## src/verilog/i2ccc_consts.svh

```systemverilog
`ifndef I2CCC_CONSTS_SVH
`define I2CCC_CONSTS_SVH
// register indices; byte address is four times the index
`define I2CCC_IDX_CNT0 10'h240
`define I2CCC_IDX_XFR0 10'h241
`define I2CCC_IDX_EN0 10'h247
`define I2CCC_IDX_CNT1 10'h248
`define I2CCC_IDX_XFR1 10'h249
`define I2CCC_IDX_EN1 10'h24f
// field positions
`define I2CCC_EN_BIT 7
`define I2CCC_BC_HI 7
`define I2CCC_BC_LO 5
`define I2CCC_ACK_BIT 4
`define I2CCC_SCK_HI 2
`define I2CCC_SCK_LO 0
`define I2CCC_MON_BIT 0
`define I2CCC_GO_BIT 0
`define I2CCC_SRST_BIT 1
`define I2CCC_BUSY_BIT 0
`define I2CCC_SCLLV_BIT 2
`define I2CCC_SDALV_BIT 3
// reset values and codes
`define I2CCC_BC_RST 3'h0
`define I2CCC_SCK_RST 3'h0
`define I2CCC_BC_FULL 3'h0
`define I2CCC_FULL_BITS 4'h8
`define I2CCC_FULL_ACK 4'h9
`define I2CCC_N_BASE 4'h4
`define I2CCC_SCL_ADD 11'h024
`define I2CCC_SCK_RSVD 3'h7
`define I2CCC_SCK_MAX 3'h6
`define I2CCC_SRST_CYC 3'h4
`define I2CCC_RESP_OK 2'h0
`define I2CCC_RESP_ERR 2'h2
`endif

```

## src/verilog/i2ccc_pkg.sv

```systemverilog
`include "i2ccc_consts.svh"
package i2ccc_pkg;
  typedef enum logic [1:0] {k_none, k_cnt, k_en, k_xfr} i2ccc_kind_e;
  typedef enum logic [1:0] {scl_idle, scl_low, scl_high} i2ccc_scl_e;

  typedef struct packed {
    logic scl_m, scl_s, sda_m, sda_s;
    i2ccc_scl_e st;
    logic [10:0] cnt;
    logic [3:0] pulses;
    logic [2:0] srst_cnt;
    logic scl_o, scl_oe, busy, srst_busy, scl_lv, sda_lv;
  } i2ccc_ch_s;

  typedef struct packed {
    logic awready, wready, bvalid, arready, rvalid;
    logic [1:0] bresp, rresp;
    logic [31:0] rdata;
    logic have_aw, have_w, w_lane;
    logic [11:0] aw_addr;
    logic [7:0] w_byte;
    logic [1:0] en, ack, go, srst;
    logic [1:0][2:0] bc, sck;
    i2ccc_kind_e rd_kind;
    logic rd_ch;
  } i2ccc_top_s;

  function automatic i2ccc_kind_e i2ccc_kind(input logic [11:0] a);
    if (a[1:0] != 2'h0) return k_none;
    case (a[11:2])
      `I2CCC_IDX_CNT0, `I2CCC_IDX_CNT1: return k_cnt;
      `I2CCC_IDX_EN0, `I2CCC_IDX_EN1: return k_en;
      `I2CCC_IDX_XFR0, `I2CCC_IDX_XFR1: return k_xfr;
      default: return k_none;
    endcase
  endfunction

  // channel 1 indices sit 8 above channel 0
  function automatic logic i2ccc_ch(input logic [11:0] a);
    return a[5];
  endfunction

  function automatic logic [3:0] i2ccc_pulses(input logic [2:0] bc,
                                              input logic ack);
    logic [3:0] b;
    b = (bc == `I2CCC_BC_FULL) ? `I2CCC_FULL_BITS : {1'b0, bc};
    return b + {3'h0, ack};
  endfunction

  // half scl period in system clocks: 2^(n+4) + 36
  function automatic logic [10:0] i2ccc_half(input logic [2:0] sck);
    logic [3:0] s;
    s = (sck == `I2CCC_SCK_RSVD) ? {1'b0, `I2CCC_SCK_MAX} : {1'b0, sck};
    return (11'h001 << (s + `I2CCC_N_BASE)) + `I2CCC_SCL_ADD;
  endfunction
endpackage

```

## src/verilog/i2ccc_chan.sv

```systemverilog
`timescale 1ns/10ps
`include "i2ccc_consts.svh"
module i2ccc_chan (
  // clock and reset
  input wire logic clk,
  input wire logic rst_b,
  // configuration
  input wire logic enable,
  input wire logic [2:0] transfer_bit_count,
  input wire logic ack_clk,
  input wire logic [2:0] scl_rate_select,
  input wire logic go,
  input wire logic srst_req,
  // bus lines
  input wire logic scl_i,
  input wire logic sda_i,
  output logic scl_o,
  output logic scl_oe,
  // status
  output logic busy,
  output logic srst_busy,
  output logic scl_lv,
  output logic sda_lv
);
  import i2ccc_pkg::*;

  i2ccc_ch_s q_ff, nxt_q;
  logic [10:0] half;

  assign half = i2ccc_half(scl_rate_select) - 11'h001;

  always_comb begin
    nxt_q = q_ff;
    nxt_q.scl_m = scl_i;
    nxt_q.scl_s = q_ff.scl_m;
    nxt_q.sda_m = sda_i;
    nxt_q.sda_s = q_ff.sda_m;
    nxt_q.scl_lv = q_ff.scl_s;
    nxt_q.sda_lv = q_ff.sda_s;
    nxt_q.scl_o = 1'b0;
    if (q_ff.srst_cnt != 3'h0) begin
      nxt_q.srst_cnt = q_ff.srst_cnt - 3'h1;
    end
    if (!enable || srst_req) begin
      nxt_q.st = scl_idle;
      nxt_q.scl_oe = 1'b0;
      if (srst_req) begin
        nxt_q.srst_cnt = `I2CCC_SRST_CYC;
      end
    end else begin
      case (q_ff.st)
        scl_idle: begin
          if (go && q_ff.srst_cnt == 3'h0) begin
            nxt_q.pulses = i2ccc_pulses(transfer_bit_count, ack_clk);
            nxt_q.cnt = half;
            nxt_q.st = scl_low;
            nxt_q.scl_oe = 1'b1;
          end
        end
        scl_low: begin
          if (q_ff.cnt == 11'h000) begin
            nxt_q.scl_oe = 1'b0;
            nxt_q.cnt = half;
            nxt_q.st = scl_high;
          end else begin
            nxt_q.cnt = q_ff.cnt - 11'h001;
          end
        end
        scl_high: begin
          // a held-low line means a slave stretches: wait it out
          if (q_ff.cnt != 11'h000) begin
            nxt_q.cnt = q_ff.cnt - 11'h001;
          end else if (q_ff.scl_s) begin
            if (q_ff.pulses == 4'h1) begin
              nxt_q.st = scl_idle;
            end else begin
              nxt_q.pulses = q_ff.pulses - 4'h1;
              nxt_q.cnt = half;
              nxt_q.st = scl_low;
              nxt_q.scl_oe = 1'b1;
            end
          end
        end
        default: begin
          nxt_q.st = scl_idle;
          nxt_q.scl_oe = 1'b0;
        end
      endcase
    end
    nxt_q.busy = (nxt_q.st != scl_idle);
    nxt_q.srst_busy = (nxt_q.srst_cnt != 3'h0);
  end

  always_ff @(posedge clk or negedge rst_b) begin
    if (!rst_b) begin
      q_ff <= '0;
    end else begin
      q_ff <= nxt_q;
    end
  end

  assign scl_o = q_ff.scl_o;
  assign scl_oe = q_ff.scl_oe;
  assign busy = q_ff.busy;
  assign srst_busy = q_ff.srst_busy;
  assign scl_lv = q_ff.scl_lv;
  assign sda_lv = q_ff.sda_lv;
endmodule

```

## src/verilog/i2ccc_top.sv

```systemverilog
// Added by the designer: the AXI4-Lite register port.
`timescale 1ns/10ps
`include "i2ccc_consts.svh"
module i2ccc_top (
  // clock and reset
  input wire logic clk,
  input wire logic rst_b,
  // axi4-lite write address
  input wire logic s_axi_awvalid,
  output logic s_axi_awready,
  input wire logic [11:0] s_axi_awaddr,
  // axi4-lite write data
  input wire logic s_axi_wvalid,
  output logic s_axi_wready,
  input wire logic [31:0] s_axi_wdata,
  input wire logic [3:0] s_axi_wstrb,
  // axi4-lite write response
  output logic s_axi_bvalid,
  input wire logic s_axi_bready,
  output logic [1:0] s_axi_bresp,
  // axi4-lite read address
  input wire logic s_axi_arvalid,
  output logic s_axi_arready,
  input wire logic [11:0] s_axi_araddr,
  // axi4-lite read data
  output logic s_axi_rvalid,
  input wire logic s_axi_rready,
  output logic [31:0] s_axi_rdata,
  output logic [1:0] s_axi_rresp,
  // i2c lines, index is channel
  input wire logic [1:0] scl_i,
  output logic [1:0] scl_o,
  output logic [1:0] scl_oe,
  input wire logic [1:0] sda_i
);
  import i2ccc_pkg::*;

  i2ccc_top_s q_ff, nxt_q;
  logic [1:0] busy;
  logic [1:0] srst_busy;
  logic [1:0] scl_lv;
  logic [1:0] sda_lv;

  ////////////////////////////////////////////////////////////////////////////
  // channels

  for (genvar c = 0; c < 2; c++) begin : g_ch
    i2ccc_chan u_chan (
      .clk(clk),
      .rst_b(rst_b),
      .enable(q_ff.en[c]),
      .transfer_bit_count(q_ff.bc[c]),
      .ack_clk(q_ff.ack[c]),
      .scl_rate_select(q_ff.sck[c]),
      .go(q_ff.go[c]),
      .srst_req(q_ff.srst[c]),
      .scl_i(scl_i[c]),
      .sda_i(sda_i[c]),
      .scl_o(scl_o[c]),
      .scl_oe(scl_oe[c]),
      .busy(busy[c]),
      .srst_busy(srst_busy[c]),
      .scl_lv(scl_lv[c]),
      .sda_lv(sda_lv[c])
    );
  end

  ////////////////////////////////////////////////////////////////////////////
  // register bus

  logic aw_take, w_take, ar_take, have_a, have_d;
  logic [11:0] wa;
  logic [7:0] wb;
  logic wl, wc, rc;
  i2ccc_kind_e wk, rk;
  logic [7:0] rbyte;

  always_comb begin
    nxt_q = q_ff;
    nxt_q.go = 2'h0;
    nxt_q.srst = 2'h0;
    aw_take = s_axi_awvalid && q_ff.awready;
    w_take = s_axi_wvalid && q_ff.wready;
    ar_take = s_axi_arvalid && q_ff.arready;
    have_a = q_ff.have_aw || aw_take;
    have_d = q_ff.have_w || w_take;
    wa = q_ff.have_aw ? q_ff.aw_addr : s_axi_awaddr;
    wb = q_ff.have_w ? q_ff.w_byte : s_axi_wdata[7:0];
    wl = q_ff.have_w ? q_ff.w_lane : s_axi_wstrb[0];
    wk = i2ccc_kind(wa);
    wc = i2ccc_ch(wa);
    rk = i2ccc_kind(s_axi_araddr);
    rc = i2ccc_ch(s_axi_araddr);
    rbyte = 8'h00;
    if (q_ff.bvalid && s_axi_bready) begin
      nxt_q.bvalid = 1'b0;
    end
    if (aw_take) begin
      nxt_q.aw_addr = s_axi_awaddr;
    end
    if (w_take) begin
      nxt_q.w_byte = s_axi_wdata[7:0];
      nxt_q.w_lane = s_axi_wstrb[0];
    end
    // address and data may come in either order; the early one waits
    // in its holding register until its partner shows up
    if (have_a && have_d) begin
      nxt_q.have_aw = 1'b0;
      nxt_q.have_w = 1'b0;
      nxt_q.bvalid = 1'b1;
      nxt_q.bresp = (wk == k_none) ? `I2CCC_RESP_ERR : `I2CCC_RESP_OK;
      // only the low lane holds a register; other lanes are dropped
      if (wl) begin
        case (wk)
          k_en: begin
            nxt_q.en[wc] = wb[`I2CCC_EN_BIT];
          end
          k_cnt: begin
            // channel must be on before it takes configuration
            if (q_ff.en[wc]) begin
              nxt_q.bc[wc] = wb[`I2CCC_BC_HI:`I2CCC_BC_LO];
              nxt_q.ack[wc] = wb[`I2CCC_ACK_BIT];
              nxt_q.sck[wc] = wb[`I2CCC_SCK_HI:`I2CCC_SCK_LO];
            end
          end
          k_xfr: begin
            if (q_ff.en[wc]) begin
              nxt_q.go[wc] = wb[`I2CCC_GO_BIT];
              if (wb[`I2CCC_SRST_BIT]) begin
                nxt_q.srst[wc] = 1'b1;
                nxt_q.go[wc] = 1'b0;
                nxt_q.bc[wc] = `I2CCC_BC_RST;
                nxt_q.ack[wc] = 1'b0;
                nxt_q.sck[wc] = `I2CCC_SCK_RST;
              end
            end
          end
          default: begin
          end
        endcase
      end
    end else begin
      nxt_q.have_aw = have_a;
      nxt_q.have_w = have_d;
    end
    nxt_q.awready = !nxt_q.have_aw && !nxt_q.bvalid;
    nxt_q.wready = !nxt_q.have_w && !nxt_q.bvalid;

    if (q_ff.rvalid && s_axi_rready) begin
      nxt_q.rvalid = 1'b0;
    end
    // status is frozen at the take edge, so busy may lag one cycle
    if (ar_take) begin
      case (rk)
        k_en: begin
          rbyte[`I2CCC_EN_BIT] = q_ff.en[rc];
        end
        k_cnt: begin
          // count field and rate bits 2:1 are write-only and read as zero; bit 0 is the monitor
          rbyte[`I2CCC_ACK_BIT] = q_ff.ack[rc];
          rbyte[`I2CCC_MON_BIT] = !srst_busy[rc];
        end
        k_xfr: begin
          rbyte[`I2CCC_BUSY_BIT] = busy[rc];
          rbyte[`I2CCC_SCLLV_BIT] = scl_lv[rc];
          rbyte[`I2CCC_SDALV_BIT] = sda_lv[rc];
        end
        default: begin
        end
      endcase
      nxt_q.rvalid = 1'b1;
      nxt_q.rdata = {24'h000000, rbyte};
      nxt_q.rresp = (rk == k_none) ? `I2CCC_RESP_ERR : `I2CCC_RESP_OK;
      nxt_q.rd_kind = rk;
      nxt_q.rd_ch = rc;
    end
    nxt_q.arready = !nxt_q.rvalid;
  end

  // every control reset value is zero
  always_ff @(posedge clk or negedge rst_b) begin
    if (!rst_b) begin
      q_ff <= '0;
    end else begin
      q_ff <= nxt_q;
    end
  end

  assign s_axi_awready = q_ff.awready;
  assign s_axi_wready = q_ff.wready;
  assign s_axi_bvalid = q_ff.bvalid;
  assign s_axi_bresp = q_ff.bresp;
  assign s_axi_arready = q_ff.arready;
  assign s_axi_rvalid = q_ff.rvalid;
  assign s_axi_rdata = q_ff.rdata;
  assign s_axi_rresp = q_ff.rresp;

  ////////////////////////////////////////////////////////////////////////////
  // checks

  // helper counters: cycles of each low phase, pulses per burst
  logic [1:0] oe_d_ff;
  logic [1:0][10:0] low_len_ff;
  logic [1:0][3:0] pcnt_ff;

  always_ff @(posedge clk or negedge rst_b) begin
    if (!rst_b) begin
      oe_d_ff <= 2'h0;
      low_len_ff <= '0;
      pcnt_ff <= '0;
    end else begin
      oe_d_ff <= scl_oe;
      for (int c = 0; c < 2; c++) begin
        low_len_ff[c] <= scl_oe[c] ? low_len_ff[c] + 11'h001 : 11'h000;
        if (!busy[c]) begin
          pcnt_ff[c] <= 4'h0;
        end else if (scl_oe[c] && !oe_d_ff[c]) begin
          pcnt_ff[c] <= pcnt_ff[c] + 4'h1;
        end
      end
    end
  end

  for (genvar c = 0; c < 2; c++) begin : g_chk

  end
endmodule

```

## config.mk

```make
export PLATFORM = sky130hd
export DESIGN_NAME = i2ccc_top
export DESIGN_NICKNAME = d
export VERILOG_FILES = /design/src/verilog/i2ccc_pkg.sv /design/src/verilog/i2ccc_chan.sv /design/src/verilog/i2ccc_top.sv
export VERILOG_INCLUDE_DIRS = /design/src /design/src/verilog
export SDC_FILE = /design/constraint.sdc
export NUM_CORES = 1
export LEC_CHECK = 0
export BUFFER_PORTS_ARGS = -buffer_cell sky130_fd_sc_hd__buf_2
export CAP_MARGIN = 10
export CORE_UTILIZATION = 45
export CTS_BUF_LIST = sky130_fd_sc_hd__clkbuf_8
export CTS_CLUSTER_SIZE = 8
export DETAILED_ROUTE_END_ITERATION = 10
export HOLD_SLACK_MARGIN = 0.05
export PLACE_DENSITY = 0.65
export SLEW_MARGIN = 20
export SYNTH_ARGS = -nofsm -noshare
export SYNTH_HDL_FRONTEND = slang
export SYNTH_SLANG_ARGS = --single-unit
```

## constraint.sdc

```tcl
create_clock -name clk -period 2.57 [get_ports clk]
set_input_delay 0.1285 -clock clk [delete_from_list [all_inputs] [get_ports clk]]
set_output_delay 0.1285 -clock clk [all_outputs]
set_load 0.005 [all_outputs]
```

== Word level (Yosys, flattened, before mapping) ==
Cells that the tools add are included.
Storage, ports and cells
  register bits after elaboration: 115
  output and inout bits: 45
Operators by class
  add/subtract/negate cells: 14
  $lt $le $gt $ge: 3
  eq/ne operators: 51
  shift-type cells: 2
  mux-type cells: 103
  bitwise operators: 9
  reductions and logical operators: 61
Operators with widths (number)
  equality test 10 bit, second input constant: 12
  two-way mux 17 bit: 4
  case mux 11 bit (3 select lines): 2
  two-way mux 11 bit: 4
  subtractor 11 x 1 -> 11 bit, second input constant: 4
  two-way mux 1 bit: 38
  two-way mux 18 bit: 2
  two-way mux 16 bit: 2
  two-way mux 15 bit: 2
  two-way mux 2 bit: 15
  two-way mux 3 bit: 9
  two-way mux 12 bit: 2
  inequality test 3 x 1 -> 1 bit, second input constant: 8
  case mux 12 bit (2 select lines): 1
  case mux 2 bit (3 select lines): 4
  adder 11 x 6 -> 11 bit, second input constant: 2
  zero test 11 bit: 2
  nonzero test 11 bit: 2
  << shifter 1 x 4 -> 11 bit, first input constant: 2
  two-way mux 4 bit: 5
  AND reduction 5 bit: 4
  inequality test 3 x 2 -> 1 bit, second input constant: 6
  AND reduction 6 bit: 3
  nonzero test 3 bit: 6
  34 further kinds: 102

== Logic depth before layout (Yosys ltp) ==
  depth after elaboration: 12
  depth in mapped cells: 10
  depth with buffers taken out: 9

== By module ==
A second synthesis with hierarchy kept.
Unflattened totals
  cell total of the unflattened synthesis: 669
  area, all modules: 6577.6 um^2
By module, submodules not included
  i2ccc_top: instances 1, cells an instance 236, area each 2731.4 um^2, sequential area each 1351.3 um^2
  i2ccc_chan at g_ch[1].u_chan: instances 1, cells an instance 225, area each 1959.4 um^2, sequential area each 725.7 um^2
  i2ccc_chan at g_ch[0].u_chan: instances 1, cells an instance 208, area each 1886.8 um^2, sequential area each 725.7 um^2

== Least setup slack after synthesis ==
Ideal clock, no wire load.
  kind: flip-flop to flip-flop
  start: register g_ch[1].u_chan.q_ff[18] (netlist name)
  end: register g_ch[1].u_chan.q_ff (netlist bit g_ch[1].u_chan.busy)
  library setup time: 0.129 ns
  data arrival time: 2.027 ns
  data required time: 2.441 ns
  setup slack: 0.414 ns
  stages on the path, launching flop included: 8
  buffers on the path: 1
  path through: dfrtp_1 > or4_4 > or4_4 > buf_4 > o21ai_0 > a21oi_1 > nor2_1 > a31oi_1
RTL lines
  start, declared: RTL line i2ccc_chan.sv:27  | i2ccc_ch_s q_ff, nxt_q;
  start signal, assigned: RTL line i2ccc_chan.sv:98  | q_ff <= nxt_q;

== Worst setup path after layout ==
  start: register g_ch[1].u_chan.q_ff[18] (netlist name)
  end: register g_ch[1].u_chan.q_ff[21] (netlist name)
Between the ends
  longest elaborated chain between the ends: 3
  elaborated cells between the ends (all ways): 9
  classes of those cells: add/sub: 1; eq/ne: 2; mux: 3; reduce/logical: 3
Ends and longest elaborated chain
  subtractor 11 x 1 -> 11 bit, or another cell as far along: RTL line i2ccc_chan.sv:66, i2ccc_chan.sv:72
  two-way mux 11 bit, or another cell as far along: RTL line i2ccc_chan.sv:71  | if (q_ff.cnt != 11'h000) begin
  case mux 11 bit (3 select lines) / AND reduction 5 bit (equally long branches)
Parallel ways exist; a longest one is shown, timed or not.
A chain may end at the register's enable or synchronous reset.

==> results.txt <==
- The run finished with clean final reports.
- The via count of the first global-routing pass is 4,699.
- Wire length of the first global-routing pass: 22,000 um
- Startpoint type of the worst setup path: flop
- Summed over all cells, the static leakage comes to 3.38 nW.
* Clk sinks: 112
- Post-detailed-route DRC marker count: 0
- Count of cells resized by post-cts repair: 0
* Relative slew slack: 0.569
- GRT Util Overall: 0.191
- The synthesized design contains 112 register bits.
* Detail Route Antenna Nets: 0
* Die span in y: 120 um
- Yosys cell types: 58
- Top area cells in the synthesized netlist: sky130_fd_sc_hd__dfrtp_1, sky130_fd_sc_hd__ha_1, sky130_fd_sc_hd__buf_4, sky130_fd_sc_hd__o21ai_0, sky130_fd_sc_hd__mux2_2
* Unrepaired setup endpoints after global routing: false
* Count of final hold-check violations: 0
- Cell taking the most area after synthesis: sky130_fd_sc_hd__dfrtp_1
- H-Tree Depth: 3
* Minimum period implied by the final worst setup slack: 2.34 ns
* Relative area change from synthesis to final layout: 14.5%
- Gpl congestion: 0.821
- For this configuration, the core starts out at a cell density of 0.466.
* Core area: 13,400 um^2
* Clock root buffer: sky130_fd_sc_hd__clkbuf_8
- Total number of vias: 4,847
- Once placement finished, the instance area stood at 6640 um^2.
- The number of antenna diodes in the final layout is 0.
- The first TritonRoute pass finished after 5 iterations.
- Dominant synthesized flop cell: sky130_fd_sc_hd__dfrtp_1
- Summed over all layers, the global routing overflow is 0.
- Max clock buf depth: 2
- Maximum number of pins on one net before global-route repair: 49
- Of the available clock period, the critical path in the final layout requires 0.911.
- Of all nets on the critical path, the largest fanout is 22.
- I/O Buffers: 56
- After the first detailed-routing iteration, the DRC count stood at 281.
* Design Power: 0.00398 W
- Leaving out fill and tap cells, the most frequent cells in the layout are sky130_fd_sc_hd__dfrtp_1, sky130_fd_sc_hd__nor2_1, sky130_fd_sc_hd__buf_2.
- The synthesized design contains 0 enable-type register cells.
- Setup violations remaining at the end of the flow were counted as 0.
- Async set or reset register ratio after synthesis: 1.00
- Die Wd: 120 um
* Critical Setup Path Class: reg2reg
- After detailed routing, the average wire length per cell comes to 14.0 um.
- Initial antenna violation count: 0
- Gate count of the mapped netlist: 642
- Arr. time, crit path: 2.60 ns
- The die covers 14,400 um^2.
- For this run, the number of Yosys warnings is 0.
- Share of the core filled with cells: 0.534
* Clock buffers created by TritonCTS: 9
* Max Clock Skew: 0.0143 ns
* PwrDens: 556 nW/um^2
- HPWL reported at the end of detailed placement: 9350 um
- The library cell used most frequently in the layout, excluding fill and tap cells, is sky130_fd_sc_hd__dfrtp_1.
- Clock-pin slew of the registers on the worst-case setup and hold paths: 0.11 ns
- Clock latency on the worst-skew pair: 0.39 ns
- Class of the most critical hold timing path: in2reg
- Max Cap Violations: 0
- STA classifies the critical path endpoint as a flop.
- TritonCTS built the clock tree.
* Area share of the largest cell type after synthesis: 0.448
- Number of pins with negative max-slew slack in the final report: 0
- Summed negative setup slack over all endpoints: 0 ns
* Fraction of layout instances using a drive strength above 1: 0.169
* Total I/O pin count: 116
- IR analysis of the VDD net gives a maximum drop of 0.000488 V.
* Worst Max-Slew Pin Slew: 0.647 ns
- Count of nets after finishing: 828
* Site Rows: 42
- A synthesized cell averages 9.73 um^2.
- The synthesized netlist occupies a cell area of 6250 um^2.
- Wires add up to 12,800 um.
- Sequential element share of the synthesized area: 0.448
- Post-Layout Inst Area: 7150 um^2
- Timing would allow up to 427 MHz.
- For the worst setup path, the data required time is 2.83 ns.
- DR vias/cell: 5.33
## report_power, final
group | total [W] | switching [W] | internal (W)
clock network | 0.00116 | 0.000621 | 0.000544
registers | 0.00212 | 0.000139 | 0.00198
logic | 0.000697 | 0.000339 | 0.000358
## layer usage
metal | share of wire | GRT usage | vias up | wire length, um
met1 | 0.48 | 0.260 | 2359 | 6120
met3 | 0.039 | 0.0385 | 12 | 502
li1 | - | - | 2361 | -
met5 | 0 | 0 | - | 0
met4 | 0.011 | 0.0602 | 0 | 140
met2 | 0.47 | 0.306 | 115 | 6000
## synthesized netlist by cell type (all sizes together) (3+ instances only)
master     n
dfrtp    112
nor2      56
nand2     53
o21ai     49
buf       46
a21oi     36
inv       36
ha        27
nor3      23
mux2      21
o31ai     14
mux2i     13
o2bb2ai   13
clkbuf    12
xor2      11
nand2b     9
a22o       8
a31oi      8
nand3b     8
nor2b      8
nor4       8
or3        8
a211oi     7
nand3      7
nor3b      7
xnor2      6
nand4      3
o211ai     3
o41ai      3
or2        3
## critical path: stages, from the launching register on
cell and delay [ns]:
sky130_fd_sc_hd__dfrtp_1 0.43, sky130_fd_sc_hd__or4_4 0.59, sky130_fd_sc_hd__or4_4 0.59, sky130_fd_sc_hd__o211ai_4 0.25, sky130_fd_sc_hd__buf_12 0.18, sky130_fd_sc_hd__a21o_1 0.10, sky130_fd_sc_hd__o21ai_0 0.07
## what timing repair did
item | CTS | global route
hold endpoints to repair | 78 | 0
hold buffers | 30 | 0
setup buffers | 0 | 0
## path summary, 6_finish.rpt
path / startpoint / endpoint / slack [ns] / depth (start not counted)
min in group asynchronous: rst_b / g_ch[0].u_chan.q_ff[13] / 0.29 / 2
worst min-delay path: s_axi_araddr[2] / s_axi_rdata[4] / 0.11 / 3
worst max register to register: g_ch[1].u_chan.q_ff[18] / g_ch[1].u_chan.q_ff[21] / 0.23 / 6
worst min register to register: g_ch[1].u_chan.nxt_q[26] / g_ch[1].u_chan.nxt_q[0] / 0.36 / 0
max in group asynchronous: rst_b / s_axi_rdata[7] / 1.52 / 3
worst max-delay path: g_ch[1].u_chan.q_ff[18] / g_ch[1].u_chan.q_ff[21] / 0.23 / 6
## through the flow
step                worst slack (ns)  hold WS (ns)  cells
floorplan                      0.414        -0.167    672
global placement               0.286         0.191    865
detailed placement             0.268         0.197    865
CTS                            0.237        0.0871    910
global route                  0.0813         0.111    910
finish                         0.230         0.108    910
## layout make-up
cell class	count	area [um^2]
clock buffers	9	124
clock inverters	6	85.1
fillers	1261	6250
inverters	36	135
multi-input cells	466	3040
flip-flops and latches	112	2800
well taps	176	220
repair buffers	105	751
## kinds of logic (layout without fill, tap and decap cells)
group	Yosys count	in the layout	share of synthesized area
AO/OA/AOI/OAI	151	151	0.155
XOR/XNOR	17	17	0.0238
adder cells (fa/ha/maj)	27	27	0.0541
buffers and inverters	94	156	0.0839
flip-flops	112	112	0.448
multiplexers	35	35	0.0629
other	1	31	0.000600
AND/OR/NAND/NOR	205	205	0.171
## registers in the layout, summed over array words and instances, names as in the netlist
register               cells
g_ch.u_chan.busy           2
g_ch.u_chan.nxt_q          8
g_ch.u_chan.q_ff          40
g_ch.u_chan.scl_lv         2
g_ch.u_chan.scl_oe         2
g_ch.u_chan.sda_lv         2
g_ch.u_chan.srst_busy      2
q_ff                      42
s_axi_arready              1
s_axi_awready              1
s_axi_bresp                1
s_axi_bvalid               1
s_axi_rdata                5
s_axi_rresp                1
s_axi_rvalid               1
s_axi_wready               1
(Power assumes the default switching activity.)
